### config.mk
export PLATFORM = sky130hd
export DESIGN_NAME = qpt_timer
export DESIGN_NICKNAME = d
export VERILOG_FILES = /design/src/rtl/qpt_pkg.sv /design/src/rtl/qpt_timer.sv
export SDC_FILE = /design/constraint.sdc
export NUM_CORES = 1
export LEC_CHECK = 0
export BUFFER_PORTS_ARGS = -buffer_cell sky130_fd_sc_hd__buf_4
export CELL_PAD_IN_SITES_DETAIL_PLACEMENT = 1
export CELL_PAD_IN_SITES_GLOBAL_PLACEMENT = 2
export CORE_MARGIN = 8
export CORE_UTILIZATION = 42
export CTS_CLUSTER_DIAMETER = 200
export DETAILED_ROUTE_END_ITERATION = 7
export GPL_TIMING_DRIVEN = 1
export PLACE_DENSITY_LB_ADDON = 0.3
export SLEW_MARGIN = 5
export SYNTH_ARGS = -nofsm -noshare
export SYNTH_HDL_FRONTEND = slang
export SYNTH_SLANG_ARGS = --single-unit
### constraint.sdc
create_clock -name clk -period 6.6 [get_ports clk]
set_input_delay 0.66 -clock clk [delete_from_list [all_inputs] [get_ports clk]]
set_output_delay 0.66 -clock clk [all_outputs]
set_load 0.005 [all_outputs]
### src/rtl/qpt_pkg.sv
// Purpose: constants and types for one timer subsystem (PWM / capture).
// Assumes: 16-bit register port, word index addressing, 50 MHz system clock.
// Notes:   constants used by the timer core and its checks.
// ============================================================================
// Overview of operation
// - dual mode splits counter into two bytes
// - prescaler runs; counter steps on prescale match
// - period match clears counter on next step
// - pin starts default, flips on 0 to 1
// - duty match returns pin to default
// - duty above period gives full duty
// - zero duty keeps pin at default
// - period and duty double buffered while running
// - reads return last software written value
// - counter writes only while both stopped
// - preset counter keeps pin default until wrap
// - preset above period counts to ff first (ffff in 16-bit mode)
// - stop: pin default, counter holds, load buffers
// - prescaler reset when both stopped or on capture reset
// - 16-bit mode uses lower run bit only
// - 16-bit mode drives both pins, own polarity
// - capture copies counter into period or duty
// - lower run bit starts capture counting
// - capture edge select, optional counter reset
// - low power freezes, blocks data writes
// - low power blocks pending flag clears
// - four pending flags with enables, one request
// - pending flag sources per mode
// - mode field encodes four operations
// - three-bit capture edge field encoding
// - write one clears a pending flag
package qpt_pkg;
    // ========================================================================
    // register map (word index)
    localparam logic [2:0] ADDR_MODE   = 3'h0; // mode field, go bits
    localparam logic [2:0] ADDR_PINCTL = 3'h1; // edge fields, polarity bits
    localparam logic [2:0] ADDR_PRESC  = 3'h2; // prescale match field
    localparam logic [2:0] ADDR_COUNT  = 3'h3; // tick value
    localparam logic [2:0] ADDR_PERIOD = 3'h4; // period / capture
    localparam logic [2:0] ADDR_DUTY   = 3'h5; // duty / capture
    localparam logic [2:0] ADDR_IRQEN  = 3'h6; // interrupt enables
    localparam logic [2:0] ADDR_IRQPND = 3'h7; // pending flags, write one clears
    // ========================================================================
    // field positions
    localparam int MODE_LSB   = 0;  // two-bit subsystem mode field
    localparam int GO_LO_BIT  = 2;
    localparam int GO_HI_BIT  = 3;
    localparam int EDGE0_LSB  = 0;  // three-bit capture edge field, pin 0
    localparam int POL0_BIT   = 3;
    localparam int EDGE1_LSB  = 4;
    localparam int POL1_BIT   = 7;
    localparam int FLAG_A     = 0;
    localparam int FLAG_B     = 1;
    localparam int FLAG_C     = 2;
    localparam int FLAG_D     = 3;
    // ========================================================================
    // reset values
    localparam logic [15:0] RST_WORD = 16'h0000;
    localparam logic [7:0]  RST_BYTE = 8'h00;
    localparam logic [3:0]  RST_NIB  = 4'h0;
    localparam logic [7:0]  LANE_ONE = 8'h01; // count value after the 0 to 1 step
    localparam logic [15:0] CNT_ONE  = 16'h0001;
    localparam logic [15:0] CNT_TOP  = 16'hffff;
    // ========================================================================
    // subsystem modes
    typedef enum logic [1:0] {
        MODE_LOWPWR  = 2'b00,
        MODE_DUAL8   = 2'b01,
        MODE_PWM16   = 2'b10,
        MODE_CAPTURE = 2'b11
    } qpt_mode_t;
endpackage

### src/rtl/qpt_timer.sv
// Purpose: one timer subsystem: dual 8-bit PWM, 16-bit PWM, dual capture.
// Assumes: inputs synchronous to clk; read data valid one cycle after rd.
// Notes:   unmapped reads return zero; all outputs come from flip-flops.
//
// The address map and the address-and-strobe port were decided locally.
`timescale 1ns/1ps
module qpt_timer (
    input  wire logic        clk,           // 50 MHz system clock
    input  wire logic        reset_n,       // async active-low reset
    input  wire logic [2:0]  reg_addr,      // register word index
    input  wire logic [15:0] reg_wdata,     // write data
    input  wire logic        reg_wr,        // write strobe
    input  wire logic        reg_rd,        // read strobe
    output logic      [15:0] reg_rdata,     // read data, cycle after rd
    input  wire logic [1:0]  timer_pin_in,  // pin levels for capture
    output logic      [1:0]  timer_pin_out, // PWM pin levels
    output logic      [1:0]  timer_pin_oe,  // high while pins driven
    output logic             irq            // subsystem interrupt request
);
    // ========================================================================
    // reset release
    logic rst_meta_ff;
    logic rst_n_ff;
    always_ff @(posedge clk or negedge reset_n) begin
        if (!reset_n) begin
            rst_meta_ff <= 1'b0;
            rst_n_ff    <= 1'b0;
        end else begin
            rst_meta_ff <= 1'b1;
            rst_n_ff    <= rst_meta_ff;
        end
    end

    // ========================================================================
    // state
    qpt_pkg::qpt_mode_t mode_ff, nxt_mode;
    logic [1:0]  go_ff, nxt_go;
    logic [7:0]  pinctl_ff, nxt_pinctl;
    logic [7:0]  presc_ff, nxt_presc;
    logic [7:0]  psc_ff, nxt_psc;
    logic [15:0] cnt_ff, nxt_cnt;
    logic [15:0] per_sw_ff, nxt_per_sw;
    logic [15:0] duty_sw_ff, nxt_duty_sw;
    logic [15:0] per_act_ff, nxt_per_act;
    logic [15:0] duty_act_ff, nxt_duty_act;
    logic [1:0]  state_ff, nxt_state;   // 1 = pin away from default
    logic [3:0]  en_ff, nxt_en;
    logic [3:0]  pend_ff, nxt_pend;
    logic [1:0]  prev_in_ff;
    logic [15:0] rdata_ff, nxt_rdata;
    logic [1:0]  pin_ff, nxt_pin;
    logic [1:0]  oe_ff, nxt_oe;
    logic        irq_ff, nxt_irq;

    // ========================================================================
    // decode helpers
    // capture strobe for one pin given its edge field
    function automatic logic cap_hit(input logic [2:0] e, input logic r, input logic f);
        cap_hit = e[2] ? (r | f) : (e[0] ? f : r);
    endfunction

    // counter reset strobe for one pin given its edge field
    function automatic logic cap_clr(input logic [2:0] e, input logic r, input logic f);
        if (!e[2]) begin
            cap_clr = e[1] & (e[0] ? f : r);
        end else begin
            cap_clr = (e[0] & r) | (e[1] & f);
        end
    endfunction

    // ========================================================================
    // combinational status
    logic        lowpwr;
    logic        run0;
    logic        run1;
    logic        any_run;
    logic        tick;
    logic [1:0]  rise;
    logic [1:0]  fall;
    logic [1:0]  cap_ev;
    logic        cap_rst;
    logic [2:0]  edge0;
    logic [2:0]  edge1;

    // run bits per mode; upper go bit only counts in dual mode
    always_comb begin
        lowpwr  = (mode_ff == qpt_pkg::MODE_LOWPWR);
        run0    = go_ff[0] & !lowpwr;
        run1    = go_ff[1] & (mode_ff == qpt_pkg::MODE_DUAL8);
        any_run = run0 | run1;
        tick    = any_run & (psc_ff == presc_ff);
        edge0   = pinctl_ff[qpt_pkg::EDGE0_LSB +: 3];
        edge1   = pinctl_ff[qpt_pkg::EDGE1_LSB +: 3];
        rise    = timer_pin_in & ~prev_in_ff;
        fall    = ~timer_pin_in & prev_in_ff;
        // captures only while the lower go bit runs the counter
        cap_ev[0] = (mode_ff == qpt_pkg::MODE_CAPTURE) & run0
                    & cap_hit(edge0, rise[0], fall[0]);
        cap_ev[1] = (mode_ff == qpt_pkg::MODE_CAPTURE) & run0
                    & cap_hit(edge1, rise[1], fall[1]);
        cap_rst   = (mode_ff == qpt_pkg::MODE_CAPTURE) & run0
                    & (cap_clr(edge0, rise[0], fall[0]) | cap_clr(edge1, rise[1], fall[1]));
    end

    // ========================================================================
    // next state of all registers but pins, request and read data
    logic        wr_cfg;
    logic [3:0]  ev;
    logic [7:0]  c8;
    logic [7:0]  p8;
    logic [7:0]  d8;
    logic [7:0]  n8;
    always_comb begin
        nxt_mode     = mode_ff;
        nxt_go       = go_ff;
        nxt_pinctl   = pinctl_ff;
        nxt_presc    = presc_ff;
        nxt_psc      = psc_ff;
        nxt_cnt      = cnt_ff;
        nxt_per_sw   = per_sw_ff;
        nxt_duty_sw  = duty_sw_ff;
        nxt_per_act  = per_act_ff;
        nxt_duty_act = duty_act_ff;
        nxt_state    = state_ff;
        nxt_en       = en_ff;
        nxt_pend     = pend_ff;
        ev           = qpt_pkg::RST_NIB;
        wr_cfg       = reg_wr;
        c8           = qpt_pkg::RST_BYTE;
        p8           = qpt_pkg::RST_BYTE;
        d8           = qpt_pkg::RST_BYTE;
        n8           = qpt_pkg::RST_BYTE;

        // prescaler: frozen in low power, cleared when nothing runs, on match and on capture reset
        if (!lowpwr) begin
            if (!any_run || cap_rst || tick) begin
                nxt_psc = qpt_pkg::RST_BYTE;
            end else begin
                nxt_psc = psc_ff + 8'h01;
            end
        end

        unique case (mode_ff)
            qpt_pkg::MODE_DUAL8: begin
                // two byte lanes, each its own counter and waveform
                for (int i = 0; i < 2; i++) begin
                    c8 = cnt_ff[8*i +: 8];
                    p8 = per_act_ff[8*i +: 8];
                    d8 = duty_act_ff[8*i +: 8];
                    if ((i == 0) ? run0 : run1) begin
                        if (tick) begin
                            n8 = (c8 == p8) ? qpt_pkg::RST_BYTE : c8 + 8'h01;
                            nxt_cnt[8*i +: 8] = n8;
                            if (c8 == p8) begin
                                ev[qpt_pkg::FLAG_B + 2*i] = 1'b1;
                                nxt_per_act[8*i +: 8]  = per_sw_ff[8*i +: 8];
                                nxt_duty_act[8*i +: 8] = duty_sw_ff[8*i +: 8];
                            end
                            if (c8 == d8) begin
                                ev[qpt_pkg::FLAG_A + 2*i] = 1'b1;
                            end
                            if (c8 == qpt_pkg::RST_BYTE && n8 == qpt_pkg::LANE_ONE) begin
                                nxt_state[i] = (d8 != qpt_pkg::RST_BYTE);
                            end else if (c8 == d8 && d8 <= p8) begin
                                nxt_state[i] = 1'b0;
                            end
                        end
                    end else begin
                        // stopped lane: default level, count held, buffers loaded
                        nxt_state[i] = 1'b0;
                        nxt_per_act[8*i +: 8]  = per_sw_ff[8*i +: 8];
                        nxt_duty_act[8*i +: 8] = duty_sw_ff[8*i +: 8];
                    end
                end
            end
            qpt_pkg::MODE_PWM16: begin
                if (run0) begin
                    if (tick) begin
                        nxt_cnt = (cnt_ff == per_act_ff) ? qpt_pkg::RST_WORD
                                                         : cnt_ff + 16'h0001;
                        if (cnt_ff == per_act_ff) begin
                            ev[qpt_pkg::FLAG_B] = 1'b1;
                            nxt_per_act  = per_sw_ff;
                            nxt_duty_act = duty_sw_ff;
                        end
                        if (cnt_ff == duty_act_ff) begin
                            ev[qpt_pkg::FLAG_A] = 1'b1;
                        end
                        if (cnt_ff == qpt_pkg::RST_WORD && nxt_cnt == qpt_pkg::CNT_ONE) begin
                            nxt_state[0] = (duty_act_ff != qpt_pkg::RST_WORD);
                        end else if (cnt_ff == duty_act_ff && duty_act_ff <= per_act_ff) begin
                            nxt_state[0] = 1'b0;
                        end
                    end
                end else begin
                    nxt_state[0] = 1'b0;
                    nxt_per_act  = per_sw_ff;
                    nxt_duty_act = duty_sw_ff;
                end
                nxt_state[1] = nxt_state[0];
            end
            qpt_pkg::MODE_CAPTURE: begin
                nxt_state = 2'b00;
                if (cap_rst) begin
                    nxt_cnt = qpt_pkg::RST_WORD;
                end else if (tick) begin
                    nxt_cnt = cnt_ff + 16'h0001;
                    ev[qpt_pkg::FLAG_C] = (cnt_ff == qpt_pkg::CNT_TOP);
                end
                ev[qpt_pkg::FLAG_B] = cap_ev[0];
                ev[qpt_pkg::FLAG_A] = cap_ev[1];
            end
            qpt_pkg::MODE_LOWPWR: begin
                // everything frozen; configuration still writable
            end
        endcase

        // software writes; data registers are shut out in low power
        if (wr_cfg) begin
            unique case (reg_addr)
                qpt_pkg::ADDR_MODE: begin
                    nxt_mode = qpt_pkg::qpt_mode_t'(reg_wdata[qpt_pkg::MODE_LSB +: 2]);
                    nxt_go   = reg_wdata[qpt_pkg::GO_HI_BIT:qpt_pkg::GO_LO_BIT];
                end
                qpt_pkg::ADDR_PINCTL: nxt_pinctl = reg_wdata[7:0];
                qpt_pkg::ADDR_PRESC:  nxt_presc  = reg_wdata[7:0];
                qpt_pkg::ADDR_COUNT: begin
                    if (!lowpwr && !any_run) begin
                        nxt_cnt = reg_wdata;
                    end
                end
                qpt_pkg::ADDR_PERIOD: begin
                    if (!lowpwr) begin
                        nxt_per_sw = reg_wdata;
                    end
                end
                qpt_pkg::ADDR_DUTY: begin
                    if (!lowpwr) begin
                        nxt_duty_sw = reg_wdata;
                    end
                end
                qpt_pkg::ADDR_IRQEN: nxt_en = reg_wdata[3:0];
                qpt_pkg::ADDR_IRQPND: begin
                    if (!lowpwr) begin
                        nxt_pend = pend_ff & ~reg_wdata[3:0];
                    end
                end
            endcase
        end

        // a capture outranks a software write of the same register
        if (cap_ev[0]) begin
            nxt_per_sw = cnt_ff;
        end
        if (cap_ev[1]) begin
            nxt_duty_sw = cnt_ff;
        end

        // hardware set wins over a clear in the same cycle
        nxt_pend = nxt_pend | ev;
    end

    // ========================================================================
    // pin, request and read data next values
    always_comb begin
        nxt_irq   = |(nxt_pend & nxt_en);
        nxt_oe    = (mode_ff == qpt_pkg::MODE_DUAL8 || mode_ff == qpt_pkg::MODE_PWM16)
                    ? 2'b11 : 2'b00;
        nxt_pin   = pin_ff;
        if (!lowpwr) begin
            // low power keeps the last pin level so loads do not glitch
            nxt_pin[0] = pinctl_ff[qpt_pkg::POL0_BIT] ^ nxt_state[0];
            nxt_pin[1] = pinctl_ff[qpt_pkg::POL1_BIT] ^ nxt_state[1];
        end
        nxt_rdata = qpt_pkg::RST_WORD;
        if (reg_rd) begin
            unique case (reg_addr)
                qpt_pkg::ADDR_MODE:   nxt_rdata = {12'h000, go_ff, mode_ff};
                qpt_pkg::ADDR_PINCTL: nxt_rdata = {8'h00, pinctl_ff};
                qpt_pkg::ADDR_PRESC:  nxt_rdata = {8'h00, presc_ff};
                qpt_pkg::ADDR_COUNT:  nxt_rdata = cnt_ff;
                qpt_pkg::ADDR_PERIOD: nxt_rdata = per_sw_ff;
                qpt_pkg::ADDR_DUTY:   nxt_rdata = duty_sw_ff;
                qpt_pkg::ADDR_IRQEN:  nxt_rdata = {12'h000, en_ff};
                qpt_pkg::ADDR_IRQPND: nxt_rdata = {12'h000, pend_ff};
            endcase
        end
    end

    // ========================================================================
    // registers
    always_ff @(posedge clk or negedge rst_n_ff) begin
        if (!rst_n_ff) begin
            mode_ff     <= qpt_pkg::MODE_LOWPWR;
            go_ff       <= 2'b00;
            pinctl_ff   <= qpt_pkg::RST_BYTE;
            presc_ff    <= qpt_pkg::RST_BYTE;
            psc_ff      <= qpt_pkg::RST_BYTE;
            cnt_ff      <= qpt_pkg::RST_WORD;
            per_sw_ff   <= qpt_pkg::RST_WORD;
            duty_sw_ff  <= qpt_pkg::RST_WORD;
            per_act_ff  <= qpt_pkg::RST_WORD;
            duty_act_ff <= qpt_pkg::RST_WORD;
            state_ff    <= 2'b00;
            en_ff       <= qpt_pkg::RST_NIB;
            pend_ff     <= qpt_pkg::RST_NIB;
            prev_in_ff  <= 2'b00;
            rdata_ff    <= qpt_pkg::RST_WORD;
            pin_ff      <= 2'b00;
            oe_ff       <= 2'b00;
            irq_ff      <= 1'b0;
        end else begin
            mode_ff     <= nxt_mode;
            go_ff       <= nxt_go;
            pinctl_ff   <= nxt_pinctl;
            presc_ff    <= nxt_presc;
            psc_ff      <= nxt_psc;
            cnt_ff      <= nxt_cnt;
            per_sw_ff   <= nxt_per_sw;
            duty_sw_ff  <= nxt_duty_sw;
            per_act_ff  <= nxt_per_act;
            duty_act_ff <= nxt_duty_act;
            state_ff    <= nxt_state;
            en_ff       <= nxt_en;
            pend_ff     <= nxt_pend;
            prev_in_ff  <= timer_pin_in;
            rdata_ff    <= nxt_rdata;
            pin_ff      <= nxt_pin;
            oe_ff       <= nxt_oe;
            irq_ff      <= nxt_irq;
        end
    end

    // output drive
    assign reg_rdata     = rdata_ff;
    assign timer_pin_out = pin_ff;
    assign timer_pin_oe  = oe_ff;
    assign irq           = irq_ff;

    logic is_dual;
    assign is_dual = (mode_ff == qpt_pkg::MODE_DUAL8);
endmodule

## Word-level counts from Yosys, hierarchy flattened

Cells that the tools add are included.

- Register bits: 143
- Bits in latches: 0
- Memory bits (writable): 0
- ROM bits: 0
- Output and inout port bits: 21
- Logic and storage cells: 207
- Memories: 0

- Add/subtract/negate cells: 4
- Multiply operators: 0
- Div/mod/pow operators: 0
- Order comparisons: 3
- Equal/unequal tests: 29
- Shift-type cells: 0
- Mux-type cells: 87
- Bitwise logic cells: 29
- Reduce and logical (&&, ||, !) cells: 33

Operator list:

| kind | count |
|---|---|
| $mux W16 | 22 |
| $mux W8 | 19 |
| $pmux W16 S8 | 1 |
| $pmux W16 S2 | 2 |
| $pmux W16 S3 | 1 |
| $eq A8 B8 Y1 | 5 |
| $eq A16 B16 Y1 | 2 |
| $mux W1 | 27 |
| $add A8 B1 Y8 const B | 3 |
| $mux W4 | 5 |
| $add A16 B1 Y16 const B | 1 |
| $eq A16 B1 Y1 const B | 1 |
| $eq A16 B16 Y1 const B | 1 |
| $eq A8 B1 Y1 const B | 2 |
| $le A16 B16 Y1 | 1 |
| $le A8 B8 Y1 | 2 |
| $logic_not A16 Y1 | 1 |
| $logic_not A8 Y1 | 2 |
| $reduce_bool A16 Y1 | 1 |
| $reduce_bool A8 Y1 | 2 |
| $mux W2 | 7 |
| $and A1 B1 Y1 | 13 |
| $eq A3 B3 Y1 const B | 4 |
| $ne A3 B3 Y1 const B | 4 |
| 25 further kinds | 56 |

## Logic depth before layout (Yosys ltp)

Gate-level depths: netlist of run 1.

- Word-level depth: 12
- Depth in mapped cells: 12

## Least setup slack after synthesis of run 1

Ideal clock, no wire load.

- Kind: reg-to-reg
- Start: register mode_ff[1]
- End: register pin_ff[0], in the netlist timer_pin_out[0]
- Data arrival time: 2374 ps
- Data required time: 6508 ps
- Path slack: 4134 ps
- Stages on the path, launching flop included: 12
- Buffers on the path: 1
- Clock period less this slack: 2466 ps
- Path through: dfrtp_1 inv_1 ha_1 and2_1 buf_2 or2_2 nand3_2 or4_1 o22ai_2 a31oi_2 o21a_1 o31ai_2

- Word-level cells in the longest chain between the ends: 9
- Elaborated cells between the ends (all ways): 15
- Those cells by class: eq/ne (3); mux (5); bitwise (5); reduce/logical (2)

RTL lines:

| item | line | source |
|---|---|---|
| start: declaration | qpt_timer.sv:36 | `qpt_pkg::qpt_mode_t mode_ff, nxt_mode;` |
| start signal: assignment | qpt_timer.sv:294 | `mode_ff <= qpt_pkg::MODE_LOWPWR;` |
| start signal: assignment | qpt_timer.sv:313 | `mode_ff <= nxt_mode;` |
| $logic_not A2 Y1 | qpt_timer.sv:87 | `lowpwr = (mode_ff == qpt_pkg::MODE_LOWPWR);` |
| $logic_not A1 Y1 | -- |  |
| $and A1 B1 Y1 | qpt_timer.sv:88 | `run0 = go_ff[0] & !lowpwr;` |
| $or A1 B1 Y1 | qpt_timer.sv:90 | `any_run = run0 \| run1;` |
| $and A1 B1 Y1 | qpt_timer.sv:91 | `tick = any_run & (psc_ff == presc_ff);` |
| $mux W1 (on tied branches) | qpt_timer.sv:178, qpt_timer.sv:151 |  |
| $mux W1 (on tied branches) | qpt_timer.sv:177, qpt_timer.sv:150 |  |
| $pmux W2 S3 | qpt_timer.sv:143 | `unique case (mode_ff)` |
| $xor A1 B1 Y1 | qpt_timer.sv:272 | `nxt_pin[0] = pinctl_ff[qpt_pkg::POL0_BIT] ^ nxt_state[0];` |
| end signal: assignment | qpt_timer.sv:328 | `pin_ff <= nxt_pin;` |
| end: declaration | qpt_timer.sv:51 | `logic [1:0] pin_ff, nxt_pin;` |

Several ways; a longest one is shown, not always the timed one.
A chain may end at the register's enable or synchronous reset.

## Worst setup path in the final report of run 1

- Start: register mode_ff[0]
- End: register per_sw_ff[3]

- Word-level cells in the longest chain between the ends: 7
- Elaborated cells between the ends (all ways): 11
- Those cells by class: eq/ne (2); mux (1); bitwise (3); reduce/logical (5)

RTL lines:

| item | line | source |
|---|---|---|
| $logic_not A2 Y1 | qpt_timer.sv:87 |  |
| $logic_not A1 Y1 | -- |  |
| $and A1 B1 Y1 | qpt_timer.sv:88 |  |
| $and A1 B1 Y1 | qpt_timer.sv:97 | `cap_ev[0] = (mode_ff == qpt_pkg::MODE_CAPTURE) & run0` |
| $and A1 B1 Y1 | qpt_timer.sv:98 | `& cap_hit(edge0, rise[0], fall[0]);` |
| $ne A2 B1 Y1 (no line) or $reduce_bool A2 Y1 (tied branches) | -- |  |
| $reduce_and A3 Y1 (no line) | -- |  |
| end signal: assignment | qpt_timer.sv:300 | `per_sw_ff <= qpt_pkg::RST_WORD;` |
| end signal: assignment | qpt_timer.sv:319 | `per_sw_ff <= nxt_per_sw;` |
| end: declaration | qpt_timer.sv:42 | `logic [15:0] per_sw_ff, nxt_per_sw;` |

Several ways; a longest one is shown, not always the timed one.

==> results.sh, run 1 <==
export IMPL_status="complete, no violations"
export IMPL_yosys_warnings=0
export IMPL_rsz0062_at_grt="false"
export IMPL_skew_ns=0.0114
export IMPL_min_from="timer_pin_in[1]"
export IMPL_p_leak_nw=4.37
export IMPL_cp_arrival_ns=4.30
export IMPL_met3_length_mm=1.68
export IMPL_crit_path_start_kind="flop"
export IMPL_yosys_register_bits=142
export IMPL_antenna_found_initial=0
export IMPL_fp_row_count=53
export IMPL_area_growth_pct=13.0
export IMPL_stdcell_count=1341
export IMPL_regToRegStartpoint="mode_ff[0]"
export IMPL_routed_top_layer="met4"
export IMPL_dpl_hpwl_mm=23.4
export IMPL_grt_pass1_wl_mm=51.8
export IMPL_worst_pin_slew_ns=1.29
export IMPL_fmax_ghz=0.247
export IMPL_synth_top_cell_by_area="dfrtp_1"
export IMPL_switching_power_w=0.00191
export IMPL_dr_pass1_iters=4
export IMPL_p_comb_share_pct=39.7
export IMPL_post_route_util_pct=48.4
export IMPL_power_frac_clock_pct=23.2
export IMPL_cap_violations=0
export IMPL_ys_flop_type="dfrtp_1"
export IMPL_placed_cells=1308
export IMPL_antenna_cells_inserted=0
export IMPL_clk_pin_slew_ns=0.07
export IMPL_final_nets=1108
export IMPL_syn_avg_cell_area_um2=8.71
export IMPL_drtIter0Drc=627
export IMPL_report_power_total_w=0.00441
export IMPL_track_usage_pct=25.4
export IMPL_timing_final_crit_share_pct=61.4
export IMPL_slew_viol_final=0
export IMPL_intPower_w=0.00250
export IMPL_drive_above_1_share_pct=14.7
export IMPL_wire_per_inst_um=24.6
export IMPL_hold_depth=1
export IMPL_clkLatencyLatePin_ns=0.43
export IMPL_switching_share_pct=43.3
export IMPL_vdd_drop_max_uv=176
export IMPL_synth_area_leaders="dfrtp_1, a21oi_1, mux2i_1, o21ai_0, mux2_2"
export IMPL_synth_edf_count=0
export IMPL_sequentialPowerShare_pct=37.1
export IMPL_synth_most_common_cell="dfrtp_1"
export IMPL_gp_congestion=0.845
export IMPL_netlist_instances=1036
export IMPL_syn_num_nets=1091
export IMPL_synthTopCellsByCount="dfrtp_1, a21oi_1, nand2_1"
export IMPL_core_area_um2=21100
export IMPL_fillCellCount=2483
export IMPL_io_pin_count=46
export IMPL_cts_root_buf="clkbuf_16"
export IMPL_cts_buffers=17
export IMPL_critPathMaxFanout=32
export IMPL_routedLengthMet1_mm=16.0
export IMPL_hold_viol=0
export IMPL_synthArstFlopShare_pct=100
export IMPL_die_width_um=163
export IMPL_clock_sinks=142
export IMPL_clockBufferDepth=2
export IMPL_min_period_ns=4.05
export IMPL_cp_startpoint="mode_ff[0]"
export IMPL_reg2reg_slack_ns=2.55
export IMPL_drt_vias_per_instance=6.07
export IMPL_dr_wl_met2_mm=14.6
export IMPL_grt_overflow_total=0
export IMPL_setup_violations=0
export IMPL_dieArea_um2=26400
export IMPL_via_count=8140
export IMPL_min_to="prev_in_ff[1]"
export IMPL_worstPathRequired_ns=6.85
export IMPL_cts_resized=0
export IMPL_syn_area_um2=9030
export IMPL_slew_limit_headroom_pct=13.7
export IMPL_die_h_um=163
export IMPL_drc=0
export IMPL_yosys_area_top_type_share_pct=39.4
export IMPL_final_setup_tns_ns=0
export IMPL_grt_pass1_vias=8461
export IMPL_r2r_cells=8
export IMPL_portBuffers=45
export IMPL_cts_tree="built"
export IMPL_wl_mm=32.9
export IMPL_yosysSeqAreaShare_pct=39.4
export IMPL_power_density_nw_per_um2=432
export IMPL_end_kind="flop"
export IMPL_cts_hold_buf=1
export IMPL_grt_max_degree=73
export IMPL_htree_levels=4
export IMPL_cts_setup_buffers=0
export IMPL_ant_nets=0
export IMPL_synth_cell_types=77
export IMPL_worstHoldPathType="in -> reg"
export IMPL_path_class="reg -> reg"
export IMPL_initial_core_util_pct=42.8
export IMPL_worst_r2r_endpoint="per_sw_ff[3]"
==> worst max-delay path, stage by stage, from the launching register on <==
cell and delay [ns]:
dfrtp_1 0.44, inv_1 0.13, ha_1 0.16, buf_4 0.30, nor2b_1 0.26, nand2_1 0.20
a211o_1 0.99, o41a_1 1.11, o21ai_0 0.25
==> power by group through the flow <==
stage               Sequential, W  Combinational, W  Clock, W
global route              0.00167           0.00192   0.00106
detailed placement        0.00163           0.00170         0
CTS                       0.00162           0.00173   0.00103
finish                    0.00163           0.00175   0.00102
global placement          0.00162           0.00165         0
floorplan                 0.00140           0.00130         0
==> layout make-up <==
cell class | count | area (um2) | area share, %
inverter | 44 | 170 | 1.67
tap | 275 | 344 | 3.37
clock buffer | 17 | 425 | 4.17
timing repair buffer | 67 | 505 | 4.96
multi-input combinational | 781 | 5010 | 49.1
sequential | 142 | 3560 | 34.9
clock inverter | 15 | 188 | 1.84
==> state kept, by name (all words and copies together), names as in the netlist <==
name           count
rst_meta_ff        1
timer_pin_oe       1
per_act_ff        16
state_ff           2
prev_in_ff         2
presc_ff           8
rst_n_ff           1
psc_ff             8
cnt_ff            16
duty_act_ff       16
reg_rdata         16
irq                1
mode_ff            2
pinctl_ff          8
go_ff              2
pend_ff            4
duty_sw_ff        16
timer_pin_out      2
per_sw_ff         16
en_ff              4
==> stage by stage <==
stage,worst slack (ns),instance area [um2],hold WS [ns]
global placement,2.67,9580,0.339
CTS,2.59,10200,0.341
floorplan,2.35,9030,0.331
detailed placement,2.62,9580,0.342
global route,2.30,10200,0.350
finish,2.55,10200,0.353
==> how the worst max path moves through the flow <==
stage,cells past startpoint,to,slack [ns]
after floorplan,0,cnt_ff[0],2.35
after global placement,8,per_sw_ff[7],2.67
after detailed placement,8,per_sw_ff[3],2.62
after CTS,8,per_sw_ff[3],2.59
after global routing,8,per_sw_ff[3],2.30
final,8,per_sw_ff[3],2.55
==> layer usage <==
layer / vias to the layer above / GRT usage (%)
met5: - / 0
met4: 0 / 8.38
met3: 43 / 3.16
met1: 4129 / 36.8
li1: 3721 / -
met2: 247 / 38.6
==> cell families (layout without fill, tap and decap cells) <==
family	Yosys count	count (layout)	share of synthesized area (%)
and+or+nand+nor	337	337	18.1
AOI/OAI and AO/OA	277	277	18.3
DFF	142	142	39.4
buffers and inverters	113	143	5.20
muxes	81	81	9.48
xor gates and xnor gates	55	55	5.34
adders and majority gates	30	30	4.16
other	1	1	0.0415
==> layout by cell type (no fill, tap or decap), types with 3 or more instances in the layout <==
master / netlist / routed
buf_4: 3 / 66
clkinv_4: 0 / 5
o21ai_0: 88 / 88
dfrtp_1: 142 / 141
nor2b_1: 16 / 16
a21oi_1: 96 / 96
nor3_1: 27 / 27
mux2i_1: 45 / 45
ha_1: 30 / 30
nor3b_1: 4 / 4
nand2_1: 96 / 96
or4_1: 4 / 4
nand4_1: 10 / 10
a31oi_1: 11 / 11
xnor2_1: 13 / 13
a221oi_1: 3 / 3
o22ai_1: 15 / 15
nand2b_1: 3 / 3
mux2_2: 36 / 36
bufinv_16: 0 / 3
inv_6: 1 / 3
and3_1: 11 / 11
or3_1: 3 / 3
o21a_1: 7 / 7
and4_1: 4 / 4
xor2_1: 42 / 42
o22a_1: 6 / 6
nand3_1: 38 / 38
nor4_2: 4 / 4
inv_1: 42 / 42
a211oi_1: 4 / 4
clkbuf_16: 0 / 17
o31ai_1: 3 / 3
o211ai_1: 6 / 6
nor4_1: 12 / 12
and2_1: 3 / 3
nor2_1: 91 / 90
No activity file was read; power rests on OpenSTA's default activity.
==> run 2, diff against run 1 <==
--- a/config.mk
+++ b/config.mk
@@ -9,7 +9,7 @@
 export CELL_PAD_IN_SITES_DETAIL_PLACEMENT = 1
 export CELL_PAD_IN_SITES_GLOBAL_PLACEMENT = 2
 export CORE_MARGIN = 8
-export CORE_UTILIZATION = 42
+export CORE_UTILIZATION = 35
 export CTS_CLUSTER_DIAMETER = 200
 export DETAILED_ROUTE_END_ITERATION = 7
 export GPL_TIMING_DRIVEN = 1
==> constraint.sdc (replaced) <==
create_clock -name clk -period 3.58 [get_ports clk]
set_input_delay 0.358 -clock clk [delete_from_list [all_inputs] [get_ports clk]]
set_output_delay 0.358 -clock clk [all_outputs]
set_load 0.005 [all_outputs]
==> run 2 against run 1 <==
  * Clock skew increased by 0.0011 ns
  * Combinational power increased by 89%
  * Sequential share of layout area decreased by 0.54 points
  * Non-clock buffer count is 19 higher
  * Design area rose by 1.6%
  * Global-route usage shrank 2.8 points
  * Power rose by 82%
  * First-iteration DRC count is 20% higher
  * Largest cell class unchanged
==> results.sh, run 2 (synthesized netlist as in run 1, its figures left out) <==
export IMPL_clk_pin_slew_ns=0.07
export IMPL_die_width_um=177
export IMPL_core_area_um2=25300
export IMPL_setup_violations=0
export IMPL_vdd_drop_max_uv=307
export IMPL_min_from="timer_pin_in[0]"
export IMPL_worst_r2r_endpoint="cnt_ff[9]"
export IMPL_grt_overflow_total=0
export IMPL_setup_slack_ns=0.480
export IMPL_htree_levels=4
export IMPL_cts_resized=0
export IMPL_critical_path_top_delay_family="simple AND/OR/NAND/NOR gates"
export IMPL_cts_tree="built"
export IMPL_drt_vias_per_instance=5.80
export IMPL_end_kind="flop"
export IMPL_slew_limit_headroom_pct=48.2
export IMPL_initial_core_util_pct=35.8
export IMPL_cp_startpoint="cnt_ff[4]"
export IMPL_antenna_found_initial=0
export IMPL_die_h_um=177
export IMPL_timing_final_crit_share_pct=86.6
export IMPL_antenna_cells_inserted=0
export IMPL_grt_pass1_vias=8405
export IMPL_portBuffers=45
export IMPL_final_nets=1127
export IMPL_r2r_cells=8
export IMPL_clock_sinks=142
export IMPL_min_to="prev_in_ff[0]"
export IMPL_cp_slowest_cell="dfrtp_1"
export IMPL_dr_pass1_iters=5
export IMPL_dpl_hpwl_mm=24.9
export IMPL_clockBufferDepth=2
export IMPL_via_count=8211
export IMPL_grt_pass1_wl_mm=53.9
export IMPL_p_leak_nw=4.42
export IMPL_drc=0
export IMPL_skew_ns=0.0125
export IMPL_clkLatencyLatePin_ns=0.44
export IMPL_hold_depth=1
export IMPL_crit_chain="xor2_1 -> nor4_2 -> nand4_2 -> nand3_1 -> nor3_1 -> o21a_1 -> a2111oi_0 -> o21ai_1"
export IMPL_final_cell_mix="dfrtp_1, a21oi_1, nand2_1, nor2_1, o21ai_0"
export IMPL_cts_setup_buffers=0
export IMPL_critPathMaxFanout=11
export IMPL_path_class="reg -> reg"
export IMPL_cap_violations=0
export IMPL_drive_above_1_share_pct=16.0
export IMPL_worst_pin_slew_ns=0.771
export IMPL_cpPeakStageDelay_ns=0.76
export IMPL_worstPathRequired_ns=3.87
export IMPL_holdWs_ns=0.0420
export IMPL_dp_slack_ns=0.623
export IMPL_crit_path_start_kind="flop"
export IMPL_cts_buffers=17
export IMPL_dieArea_um2=31200
export IMPL_io_pin_count=46
export IMPL_hold_viol=0
export IMPL_min_period_ns=3.10
export IMPL_rsz0062_at_grt="false"
export IMPL_track_usage_pct=22.6
export IMPL_grt_max_degree=81
export IMPL_fp_row_count=58
export IMPL_final_common_cell="dfrtp_1"
export IMPL_slew_viol_final=0
export IMPL_drtIter0Drc=751
export IMPL_wl_mm=34.9
export IMPL_gp_congestion=0.868
export IMPL_final_setup_tns_ns=0
export IMPL_cp_arrival_ns=3.39
export IMPL_area_growth_pct=14.7
export IMPL_cts_root_buf="clkbuf_16"
export IMPL_worst_path_buf_inv=0
export IMPL_fmax_ghz=0.323
export IMPL_report_power_total_w=0.00802
export IMPL_worstHoldPathType="in -> reg"
export IMPL_regToRegStartpoint="cnt_ff[4]"
export IMPL_wire_per_inst_um=24.6
export IMPL_ant_nets=0
export IMPL_reg2reg_slack_ns=0.48
export IMPL_status="complete, no violations"
export IMPL_power_density_nw_per_um2=774
[run 2: changes by cell type in the layout (fill, tap and decap cells not counted)]
cell / before / now
buf_4: 66 / 84
clkinv_4: 5 / 1
bufinv_16: 3 / 0
clkinvlp_4: 2 / 5
inv_6: 3 / 6
clkbuf_1: 0 / 2
clkinv_2: 2 / 0
buf_12: 0 / 1
clkbuf_8: 0 / 1
[run 2: metal layers]
metal  track usage [%]  up-vias  part of all wire (%)
met2              34.3      197                    46
li1                  -     3758                     -
met1              32.8     4233                    48
met3              3.82       23                   5.2
met4              5.39        0                   1.0
met5                 0        -                     0
[run 2: final cells by class]
type	count	area (um2)
Timing Repair Buffer	86	661
Clock inverter	12	101
Fill cell	3007	14900
Tap cell	330	413
Multi-Input combinational cell	781	5010
Sequential cell	142	3560
Clock buffer	20	447
Inverter	44	170
[run 2: repair_timing]
item,CTS,global route
hold endpoints to repair,2,0
hold buffers,1,0
endpoints found under the setup margin,0,0
[run 2: worst max-delay path by stage]
stage               cells after the start  slack (ns)          endpoint
floorplan                              11        1.11  timer_pin_out[0]
global placement                        9        0.70  timer_pin_out[1]
detailed placement                      9        0.62  timer_pin_out[1]
CTS                                     8        0.55         cnt_ff[9]
global route                            8        0.39  timer_pin_out[0]
finish                                  8        0.48         cnt_ff[9]
[run 2: metrics by stage]
stage | utilization (%) | instance area (um2) | cells
CTS | 41.0 | 10400 | 1415
floorplan | - | 9030 | 1036
finish | 41.0 | 10400 | 1415
global placement | 38.8 | 9800 | 1382
global route | 41.0 | 10400 | 1415
detailed placement | 38.8 | 9800 | 1382
[run 2: worst register-to-register path, cell delays in order, from the launching register on]
cell	delay [ns]
dfrtp_1	0.76
xor2_1	0.16
nor4_2	0.34
nand4_2	0.21
nand3_1	0.48
nor3_1	0.09
o21a_1	0.19
a2111oi_0	0.55
o21ai_1	0.16
[run 2: power by group]
part | switching [W] | internal [W] | leakage (nW)
Sequential | 0.000814 | 0.00218 | 1.76
Combinational | 0.00196 | 0.00135 | 2.41
Clock | 0.000797 | 0.000921 | 0.253
